## src/logic/twc_defs.vh

```
// Register map, field positions and reset values of the timer waveform channel
`ifndef TWC_DEFS_VH
`define TWC_DEFS_VH
// ==========================================
// Register byte addresses
`define TWC_ADDR_CONTROL 32'h40010000
`define TWC_ADDR_MODE 32'h40010004
`define TWC_ADDR_STEPPER 32'h40010008
`define TWC_ADDR_COUNT 32'h40010010
`define TWC_ADDR_CMP_A 32'h40010014
`define TWC_ADDR_CMP_B 32'h40010018
`define TWC_ADDR_CMP_C 32'h4001001C
`define TWC_ADDR_PROTECT 32'h400100F0
// ==========================================
// Widths and reset values
`define TWC_CW 16
`define TWC_CNT_MAX 16'hFFFF
`define TWC_CNT_ZERO 16'h0000
`define TWC_CNT_ONE 16'h0001
`define TWC_WORD_ZERO 32'h00000000
`define TWC_UPPER_ZERO 16'h0000
// ==========================================
// Control register bits (write: commands, read: state)
`define TWC_CTL_ENABLE 0
`define TWC_CTL_DISABLE 1
`define TWC_CTL_SWTRIG 2
`define TWC_CTL_RUNNING 0
`define TWC_CTL_LEVEL_A 1
`define TWC_CTL_LEVEL_B 2
// ==========================================
// Mode register fields
`define TWC_MODE_EDGE_LO 8
`define TWC_MODE_EDGE_HI 9
`define TWC_MODE_EXT_RESTART 12
`define TWC_MODE_SHAPE_LO 13
`define TWC_MODE_SHAPE_HI 14
`define TWC_MODE_WAVE 15
`define TWC_MODE_A_CMPA_LO 16
`define TWC_MODE_A_CMPC_LO 18
`define TWC_MODE_A_EXT_LO 20
`define TWC_MODE_A_SW_LO 22
`define TWC_MODE_B_CMPB_LO 24
`define TWC_MODE_B_CMPC_LO 26
`define TWC_MODE_B_EXT_LO 28
`define TWC_MODE_B_SW_LO 30
// ==========================================
// Stepper and protect register bits
`define TWC_STEP_GRAY 0
`define TWC_STEP_DOWN 1
`define TWC_PROT_ENABLE 0
// ==========================================
// Encodings
`define TWC_SHAPE_UP 2'h0
`define TWC_SHAPE_UP_THEN_DOWN 2'h1
`define TWC_SHAPE_UP_AUTO 2'h2
`define TWC_SHAPE_UP_THEN_DOWN_AUTO 2'h3
`define TWC_ACT_NONE 2'h0
`define TWC_ACT_SET 2'h1
`define TWC_ACT_CLEAR 2'h2
`define TWC_ACT_TOGGLE 2'h3
`define TWC_EDGE_NONE 2'h0
`define TWC_EDGE_RISE 2'h1
`define TWC_EDGE_FALL 2'h2
`define TWC_EDGE_BOTH 2'h3
`define TWC_GRAY_ONE 2'h1
`endif

```

## src/logic/twc_timer_channel.v

```verilog
// Timer channel in waveform mode with compare A/B/C and gray stepper output
//
// Design decision made here: the address-and-strobe port.
`timescale 1ns/1ps
`include "twc_defs.vh"

module twc_timer_channel (
  input wire clk,
  input wire reset,
  input wire [31:0] addr,
  input wire [31:0] wdata,
  input wire wr,
  input wire rd,
  output reg [31:0] rdata,
  input wire ext_event,
  output reg output_a,
  output reg output_b
);

  // ==========================================
  // Registers
  reg [31:0] mode_reg;
  reg [1:0] stepper_reg;
  reg protect_reg;
  reg [`TWC_CW-1:0] compare_a_reg;
  reg [`TWC_CW-1:0] compare_b_reg;
  reg [`TWC_CW-1:0] compare_c_reg;
  reg [`TWC_CW-1:0] count_reg;
  reg [`TWC_CW-1:0] count_next;
  reg dir_down_reg;
  reg dir_down_next;
  reg running_reg;
  reg wave_a_reg;
  reg wave_a_next;
  reg wave_b_reg;
  reg wave_b_next;
  reg [1:0] gray_reg;
  reg [1:0] gray_next;
  reg ext_s1_reg;
  reg ext_s2_reg;
  reg ext_s3_reg;

  // ==========================================
  // Decode
  wire wave = mode_reg[`TWC_MODE_WAVE];
  wire [1:0] shape = mode_reg[`TWC_MODE_SHAPE_HI:`TWC_MODE_SHAPE_LO];
  wire [1:0] edge_sel = mode_reg[`TWC_MODE_EDGE_HI:`TWC_MODE_EDGE_LO];
  wire ext_restart = mode_reg[`TWC_MODE_EXT_RESTART];
  wire gray_count_enable = stepper_reg[`TWC_STEP_GRAY];
  wire gray_down = stepper_reg[`TWC_STEP_DOWN];
  wire write_protect_enable = protect_reg;
  wire wr_ctl = wr && (addr == `TWC_ADDR_CONTROL);
  wire wr_open = wr && !write_protect_enable;
  wire soft_trigger = wr_ctl && wdata[`TWC_CTL_SWTRIG];

  // ==========================================
  // Register selects and accepted writes
  wire sel_mode = (addr == `TWC_ADDR_MODE);
  wire sel_stepper = (addr == `TWC_ADDR_STEPPER);
  wire sel_cmp_a = (addr == `TWC_ADDR_CMP_A);
  wire sel_cmp_b = (addr == `TWC_ADDR_CMP_B);
  wire sel_cmp_c = (addr == `TWC_ADDR_CMP_C);
  wire sel_protect = (addr == `TWC_ADDR_PROTECT);
  // Compare A/B are read-only while the channel is out of waveform mode
  wire wr_mode = wr_open && sel_mode;
  wire wr_stepper = wr_open && sel_stepper;
  wire wr_cmp_a = wr_open && wave && sel_cmp_a;
  wire wr_cmp_b = wr_open && wave && sel_cmp_b;
  wire wr_cmp_c = wr_open && sel_cmp_c;
  wire wr_protect = wr && sel_protect;

  wire [1:0] out_a_on_compare_a = mode_reg[`TWC_MODE_A_CMPA_LO+1:`TWC_MODE_A_CMPA_LO];
  wire [1:0] out_a_on_compare_c = mode_reg[`TWC_MODE_A_CMPC_LO+1:`TWC_MODE_A_CMPC_LO];
  wire [1:0] out_a_on_ext_event = mode_reg[`TWC_MODE_A_EXT_LO+1:`TWC_MODE_A_EXT_LO];
  wire [1:0] out_a_on_soft_trigger = mode_reg[`TWC_MODE_A_SW_LO+1:`TWC_MODE_A_SW_LO];
  wire [1:0] out_b_on_compare_b = mode_reg[`TWC_MODE_B_CMPB_LO+1:`TWC_MODE_B_CMPB_LO];
  wire [1:0] out_b_on_compare_c = mode_reg[`TWC_MODE_B_CMPC_LO+1:`TWC_MODE_B_CMPC_LO];
  wire [1:0] out_b_on_ext_event = mode_reg[`TWC_MODE_B_EXT_LO+1:`TWC_MODE_B_EXT_LO];
  wire [1:0] out_b_on_soft_trigger = mode_reg[`TWC_MODE_B_SW_LO+1:`TWC_MODE_B_SW_LO];

  // ==========================================
  // External event edge detect
  // Only the second and third stages feed the detector; the first may be metastable
  wire ext_rise = ext_s2_reg && !ext_s3_reg;
  wire ext_fall = !ext_s2_reg && ext_s3_reg;
  reg ext_edge;

  always @* begin
    case (edge_sel)
      `TWC_EDGE_RISE: ext_edge = ext_rise;
      `TWC_EDGE_FALL: ext_edge = ext_fall;
      `TWC_EDGE_BOTH: ext_edge = ext_rise || ext_fall;
      default: ext_edge = 1'b0;
    endcase
  end

  wire ext_hit = ext_edge && running_reg;

  // ==========================================
  // Compare events, waveform mode only
  wire hit_a = wave && running_reg && (count_reg == compare_a_reg);
  wire hit_b = wave && running_reg && (count_reg == compare_b_reg);
  wire hit_c = wave && running_reg && (count_reg == compare_c_reg);

  // ==========================================
  // Output action
  function act;
    input cur;
    input [1:0] code;
    begin
      case (code)
        `TWC_ACT_SET: act = 1'b1;
        `TWC_ACT_CLEAR: act = 1'b0;
        `TWC_ACT_TOGGLE: act = !cur;
        default: act = cur;
      endcase
    end
  endfunction

  // Highest priority event decides alone; lower ones in the same cycle are dropped
  always @* begin
    wave_a_next = wave_a_reg;
    wave_b_next = wave_b_reg;
    if (wave) begin
      if (soft_trigger) begin
        wave_a_next = act(wave_a_reg, out_a_on_soft_trigger);
      end else if (ext_hit) begin
        wave_a_next = act(wave_a_reg, out_a_on_ext_event);
      end else if (hit_c) begin
        wave_a_next = act(wave_a_reg, out_a_on_compare_c);
      end else if (hit_a) begin
        wave_a_next = act(wave_a_reg, out_a_on_compare_a);
      end
      if (soft_trigger) begin
        wave_b_next = act(wave_b_reg, out_b_on_soft_trigger);
      end else if (ext_hit) begin
        wave_b_next = act(wave_b_reg, out_b_on_ext_event);
      end else if (hit_c) begin
        wave_b_next = act(wave_b_reg, out_b_on_compare_c);
      end else if (hit_b) begin
        wave_b_next = act(wave_b_reg, out_b_on_compare_b);
      end
    end
  end

  // ==========================================
  // Counter
  always @* begin
    count_next = count_reg;
    dir_down_next = dir_down_reg;
    if (soft_trigger || (ext_hit && ext_restart)) begin
      count_next = `TWC_CNT_ZERO;
      dir_down_next = 1'b0;
    end else if (running_reg) begin
      if (!wave) begin
        count_next = count_reg + `TWC_CNT_ONE;
      end else begin
        case (shape)
          `TWC_SHAPE_UP: begin
            count_next = count_reg + `TWC_CNT_ONE;
          end
          `TWC_SHAPE_UP_AUTO: begin
            if (hit_c) begin
              count_next = `TWC_CNT_ZERO;
            end else begin
              count_next = count_reg + `TWC_CNT_ONE;
            end
          end
          `TWC_SHAPE_UP_THEN_DOWN, `TWC_SHAPE_UP_THEN_DOWN_AUTO: begin
            if (!dir_down_reg) begin
              if ((shape == `TWC_SHAPE_UP_THEN_DOWN_AUTO && hit_c) ||
                  (shape == `TWC_SHAPE_UP_THEN_DOWN && count_reg == `TWC_CNT_MAX) ||
                  count_reg == `TWC_CNT_MAX) begin
                dir_down_next = 1'b1;
                count_next = count_reg - `TWC_CNT_ONE;
              end else begin
                count_next = count_reg + `TWC_CNT_ONE;
              end
            end else if (count_reg == `TWC_CNT_ZERO) begin
              dir_down_next = 1'b0;
              count_next = `TWC_CNT_ONE;
            end else begin
              count_next = count_reg - `TWC_CNT_ONE;
            end
          end
          default: begin
            count_next = count_reg;
          end
        endcase
      end
    end
  end

  // ==========================================
  // Gray stepper: 00 01 11 10 upward
  always @* begin
    if (gray_down) begin
      gray_next = {~gray_reg[0], gray_reg[1]};
    end else begin
      gray_next = {gray_reg[0], ~gray_reg[1]};
    end
  end

  // ==========================================
  // External event synchroniser
  always @(posedge clk) begin
    if (reset) begin
      ext_s1_reg <= 1'b0;
      ext_s2_reg <= 1'b0;
      ext_s3_reg <= 1'b0;
    end else begin
      ext_s1_reg <= ext_event;
      ext_s2_reg <= ext_s1_reg;
      ext_s3_reg <= ext_s2_reg;
    end
  end

  // ==========================================
  // Counter state
  always @(posedge clk) begin
    if (reset) begin
      count_reg <= `TWC_CNT_ZERO;
      dir_down_reg <= 1'b0;
    end else begin
      count_reg <= count_next;
      dir_down_reg <= dir_down_next;
    end
  end

  // ==========================================
  // Run control
  // Disable wins over enable when both are written at once
  always @(posedge clk) begin
    if (reset) begin
      running_reg <= 1'b0;
    end else if (wr_ctl && wdata[`TWC_CTL_DISABLE]) begin
      running_reg <= 1'b0;
    end else if (wr_ctl && wdata[`TWC_CTL_ENABLE]) begin
      running_reg <= 1'b1;
    end
  end

  // ==========================================
  // Waveform levels and stepper
  // Stepper advances only while selected, so it resumes where it stopped
  always @(posedge clk) begin
    if (reset) begin
      wave_a_reg <= 1'b0;
      wave_b_reg <= 1'b0;
      gray_reg <= 2'h0;
    end else begin
      wave_a_reg <= wave_a_next;
      wave_b_reg <= wave_b_next;
      if (gray_count_enable) begin
        gray_reg <= gray_next;
      end
    end
  end

  // ==========================================
  // Pin outputs, straight from flip-flops
  always @(posedge clk) begin
    if (reset) begin
      output_a <= 1'b0;
      output_b <= 1'b0;
    end else if (gray_count_enable) begin
      output_a <= gray_next[0];
      output_b <= gray_next[1];
    end else begin
      output_a <= wave_a_next;
      output_b <= wave_b_next;
    end
  end

  // ==========================================
  // Protect, mode and stepper registers
  // Protect itself stays writable, or it could never be lifted
  always @(posedge clk) begin
    if (reset) begin
      protect_reg <= 1'b0;
      mode_reg <= `TWC_WORD_ZERO;
      stepper_reg <= 2'h0;
    end else begin
      if (wr_protect) begin
        protect_reg <= wdata[`TWC_PROT_ENABLE];
      end
      if (wr_mode) begin
        mode_reg <= wdata;
      end
      if (wr_stepper) begin
        stepper_reg <= wdata[1:0];
      end
    end
  end

  // ==========================================
  // Compare registers, 16 bits wide
  always @(posedge clk) begin
    if (reset) begin
      compare_a_reg <= `TWC_CNT_ZERO;
      compare_b_reg <= `TWC_CNT_ZERO;
      compare_c_reg <= `TWC_CNT_ZERO;
    end else begin
      if (wr_cmp_a) begin
        compare_a_reg <= wdata[`TWC_CW-1:0];
      end
      if (wr_cmp_b) begin
        compare_b_reg <= wdata[`TWC_CW-1:0];
      end
      if (wr_cmp_c) begin
        compare_c_reg <= wdata[`TWC_CW-1:0];
      end
    end
  end

  // ==========================================
  // Read data, standing one cycle after the strobe
  always @(posedge clk) begin
    if (reset) begin
      rdata <= `TWC_WORD_ZERO;
    end else if (rd) begin
      case (addr)
        `TWC_ADDR_CONTROL: begin
          rdata <= {29'h0000000, output_b, output_a, running_reg};
        end
        `TWC_ADDR_MODE: begin
          rdata <= mode_reg;
        end
        `TWC_ADDR_STEPPER: begin
          rdata <= {30'h0000000, stepper_reg};
        end
        `TWC_ADDR_COUNT: begin
          rdata <= {`TWC_UPPER_ZERO, count_reg};
        end
        `TWC_ADDR_CMP_A: begin
          rdata <= {`TWC_UPPER_ZERO, compare_a_reg};
        end
        `TWC_ADDR_CMP_B: begin
          rdata <= {`TWC_UPPER_ZERO, compare_b_reg};
        end
        `TWC_ADDR_CMP_C: begin
          rdata <= {`TWC_UPPER_ZERO, compare_c_reg};
        end
        `TWC_ADDR_PROTECT: begin
          rdata <= {31'h0000000, protect_reg};
        end
        default: begin
          rdata <= `TWC_WORD_ZERO;
        end
      endcase
    end else begin
      rdata <= `TWC_WORD_ZERO;
    end
  end

endmodule

```

## config.mk

```make
export PLATFORM = sky130hd
export DESIGN_NAME = twc_timer_channel
export DESIGN_NICKNAME = d
export VERILOG_FILES = /design/src/logic/twc_timer_channel.v
export VERILOG_INCLUDE_DIRS = /design/src /design/src/logic
export SDC_FILE = /design/constraint.sdc
export NUM_CORES = 1
export LEC_CHECK = 0
export ABC_AREA = 1
export BUFFER_PORTS_ARGS = -buffer_cell sky130_fd_sc_hd__buf_2
export CAP_MARGIN = 20
export CORE_ASPECT_RATIO = 1.1
export CORE_MARGIN = 1
export CORE_UTILIZATION = 30
export CTS_BUF_LIST = sky130_fd_sc_hd__clkbuf_8
export DETAILED_ROUTE_END_ITERATION = 6
export GPL_TIMING_DRIVEN = 0
export SLEW_MARGIN = 10
export SYNTH_ARGS = -nofsm -noshare
export SYNTH_HDL_FRONTEND = slang
export SYNTH_SLANG_ARGS = --single-unit
```

## constraint.sdc

```tcl
create_clock -name clk -period 3.9 [get_ports clk]
set_clock_uncertainty 0.1 [all_clocks]
set_input_delay 0.195 -clock clk [delete_from_list [all_inputs] [get_ports clk]]
set_output_delay 0.195 -clock clk [all_outputs]
set_load 0.005 [all_outputs]
```

==> metrics.md <==
| Metric | Value |
|---|---|
| Most Used Layer, Global Route | met2 |
| Met2 Track Usage GR | 36.6% |
| H-tree levels | 4 |
| Detailed-route DRC error count | 0 |
| Drt pass-1 iters | 7 |
| Crit path launch | count_reg[1]$_SDFFE_PP0P_ |
| Highest clock rate | 381 MHz |
| Clock Latency Late Sink | 0.47 ns |
| Mean Syn Cell Area | 6.75 um^2 |
| Crit path kind | register to register |
| Worst Path Arrival | 2.90 ns |
| FF-to-FF setup slack | 1.28 ns |
| CTS tree | yes |
| Placed Cells incl. Taps | 1545 |
| Via count of the first global-routing pass | 7861 |
| Vias/cell | 5.14 |
| Clock-pin slew on the worst setup and hold paths | 0.09 ns |
| Largest net degree at the start of global routing | 17 |
| Final TNS setup | 0 ns |
| DR WL/cell | 17.3 um |
| Die area | 0.0262 mm^2 |
| Sequential area share after synthesis | 37.1% |
| Initial antenna violation count | 0 |
| Reg2reg end | count_reg[8]$_SDFFE_PP0P_ |
| Pre-CTS setup slack | 1.20 ns |
| Synth top area cells | dfxtp_1 (37%), nand2_1 (9.1%), o21ai_0 (8.4%), inv_1 (7.1%), a21oi_1 (6.5%) |
| Die Ht | 170 um |
| YS warnings | 0 |
| Total global routing overflow | 0 |
| RSZ-0062 raised after global routing | no |
| Final WS setup | 1.28 ns |
| Worst Hold Class | input pin to register |
| DR iter-0 viols | 844 |
| Rows | 60 |
| Met3 Use GR | 3.52% |
| CTS buffer count | 17 |
| Post_cts resized | 0 |
| Maximum VDD drop | 0.000170 V |
| Die Span X | 154 um |
| Post-synthesis register bit count | 142 |
| CTS max path bufs | 2 |
| Share of the synthesized area in the top cell type | 37.1% |
| Leak pwr | 4.04 nW |
| Post-CTS setup buffer count | 0 |
| # clock sinks | 142 |
| Total chip power | 2.71 mW |
| Worst slew margin | 42.6% |
| Mapped Area | 0.00766 mm^2 |
| Layout net count | 1362 |
| Starting Density | 30.9% |
| Setup crit end | count_reg[8]$_SDFFE_PP0P_ |
| Layout cell share with drive strength beyond 1 | 15.3% |
| All-Layer GR Usage | 21.5% |
| Status | finished clean |
| Setup crit end kind | register |
| CTS root buffer | clkbuf_8 |
| Finished Layout Cells | 1611 |
| Global-route wire length before repair | 42700 um |
| Final HPWL DP | 20600 um |
| Final Max Slew Viols | 0 |
| Distinct cells, synth | 41 |
| Top-Level Pins | 103 |
| Critical Path Fanout Max | 7 |
| Via count | 8279 |
| Post-route ant nets | 0 |
| CTS hold repair buffers | 34 |
| Final min period | 2.62 ns |
| GP Congestion | 0.943 |
| Worst-Margin Slew | 0.861 ns |
| Core box area | 0.0248 mm^2 |
| Critical R2R Launch | count_reg[1]$_SDFFE_PP0P_ |
| ANT cells | 0 |
| Post-synth top area cell | dfxtp_1 |
| Register-to-Register Path Depth | 14 |
| Crit path required time | 4.18 ns |
| Buffers on Ports | 101 |
| Synth Net Count | 1208 |
| Startpoint Class | register |
| Fin crit share | 67.2% |
| Cells after Synth | 1134 |
| Setup Viol. Count Final | 0 |
| Max Cap Viol | 0 |
| Final hold vios | 0 |
| Pwr dens | 293 mW/mm^2 |
| GR Util met1 | 26.3% |
| Area grow syn2layout | 20.8% |
| Final WL | 27900 um |
[critical path, stage by stage, from the launching register on]
cell and delay (ns):
dfxtp_1 0.54, ha_1 0.27, nand3_2 0.12, nor2_2 0.16, nand4_2 0.16, nor2_1 0.17, nand3_1 0.17, nand3_2 0.18
nand2_2 0.12, nand2_2 0.12, inv_1 0.12, nand2_1 0.08, nand4_1 0.09, nand2_1 0.10, inv_1 0.04
[power by group]
group | total [mW] | leakage, nW | internal [mW] | switching, mW
Clock | 1.13 | 0.188 | 0.499 | 0.628
Sequential | 1.45 | 1.14 | 1.45 | 0.000490
Combinational | 0.132 | 2.71 | 0.0573 | 0.0747
[per-stage QoR]
step	hold slack, ns	instance area [um^2]	util (%)
4_1_cts	0.0202	9250	37.3
6_report	0.0169	9250	37.3
3_3_place_gp	0.303	8550	34.5
2_1_floorplan	0.202	7660	-
3_5_place_dp	0.302	8550	34.5
5_1_grt	0.0280	9250	37.3
[cells in the final DEF (no fill, tap or decap), types with 2 or more instances in the layout]
| cell type | n |
|---|---|
| a211oi_1 | 10 |
| a21oi_1 | 100 |
| a221oi_1 | 2 |
| a31oi_1 | 3 |
| buf_2 | 121 |
| buf_4 | 7 |
| buf_6 | 3 |
| clkbuf_1 | 20 |
| clkbuf_8 | 17 |
| clkinv_1 | 4 |
| clkinv_2 | 6 |
| clkinv_4 | 5 |
| clkinvlp_4 | 2 |
| dfxtp_1 | 142 |
| dlygate4sd3_1 | 34 |
| ha_1 | 5 |
| inv_1 | 146 |
| inv_2 | 4 |
| nand2_1 | 186 |
| nand2_2 | 5 |
| nand3_1 | 48 |
| nand3_2 | 6 |
| nand3b_1 | 2 |
| nand4_1 | 20 |
| nor2_1 | 127 |
| nor2_2 | 8 |
| nor2_4 | 3 |
| nor3_1 | 43 |
| nor3_2 | 6 |
| o21ai_0 | 129 |
| o21ai_1 | 2 |
| o22ai_1 | 31 |
| xnor2_1 | 11 |
| xor2_1 | 30 |
[synthesized netlist by cell type, drive strengths merged]
cell type	instances
a211oi	10
a21oi	100
a221oi	2
a22oi	1
a31oi	3
buf	31
clkbuf	21
clkinv	6
dfxtp	142
ha	5
inv	148
nand2	192
nand3	54
nand3b	2
nand4	21
nor2	138
nor3	49
nor4	1
o211ai	1
o21ai	131
o21bai	1
o221ai	1
o22ai	31
or2	2
xnor2	11
xor2	30
[routing by layer]
metal / wire (um) / vias to the layer above / share of wire (%)
met4: 975 / 0 / 3.5
met1: 11700 / 3876 / 42
met5: 0 / - / 0
met3: 1760 / 57 / 6.3
li1: - / 4040 / -
met2: 13400 / 306 / 48
[logic make-up (layout without fill, tap and decap cells)]
group                      count (synthesis)  count (layout)  synth area share [%]
xor gates and xnor gates                  41              41                  4.69
AOI/OAI and AO/OA                        281             281                  19.5
adders and majority gates                  5               5                 0.817
and+or+nand+nor                          459             459                  26.8
buffers and inverters                    206             373                  11.1
DFF                                      142             142                  37.1
[worst min path at each step]
stage | cells past startpoint | to | startpoint
3_3_place_gp | 2 | ext_s2_reg$_SDFF_PP0_ | ext_s1_reg$_SDFF_PP0_
5_1_grt | 2 | ext_s2_reg$_SDFF_PP0_ | reset
2_1_floorplan | 2 | ext_s1_reg$_SDFF_PP0_ | ext_event
6_report | 2 | ext_s2_reg$_SDFF_PP0_ | reset
4_1_cts | 4 | protect_reg$_SDFFE_PP0P_ | wr
3_5_place_dp | 2 | ext_s2_reg$_SDFF_PP0_ | ext_s1_reg$_SDFF_PP0_
[cell type report]
type                    count  area, um^2
plain buffers              52         270
well taps                 310         388
multi-input cells         786        3960
inverters                 154         581
clock inverters            15         125
fillers                  2717       15500
clock buffers              17         234
flip-flops and latches    142        2840
repair buffers            135         846
Power figures use the tool's default switching activity.
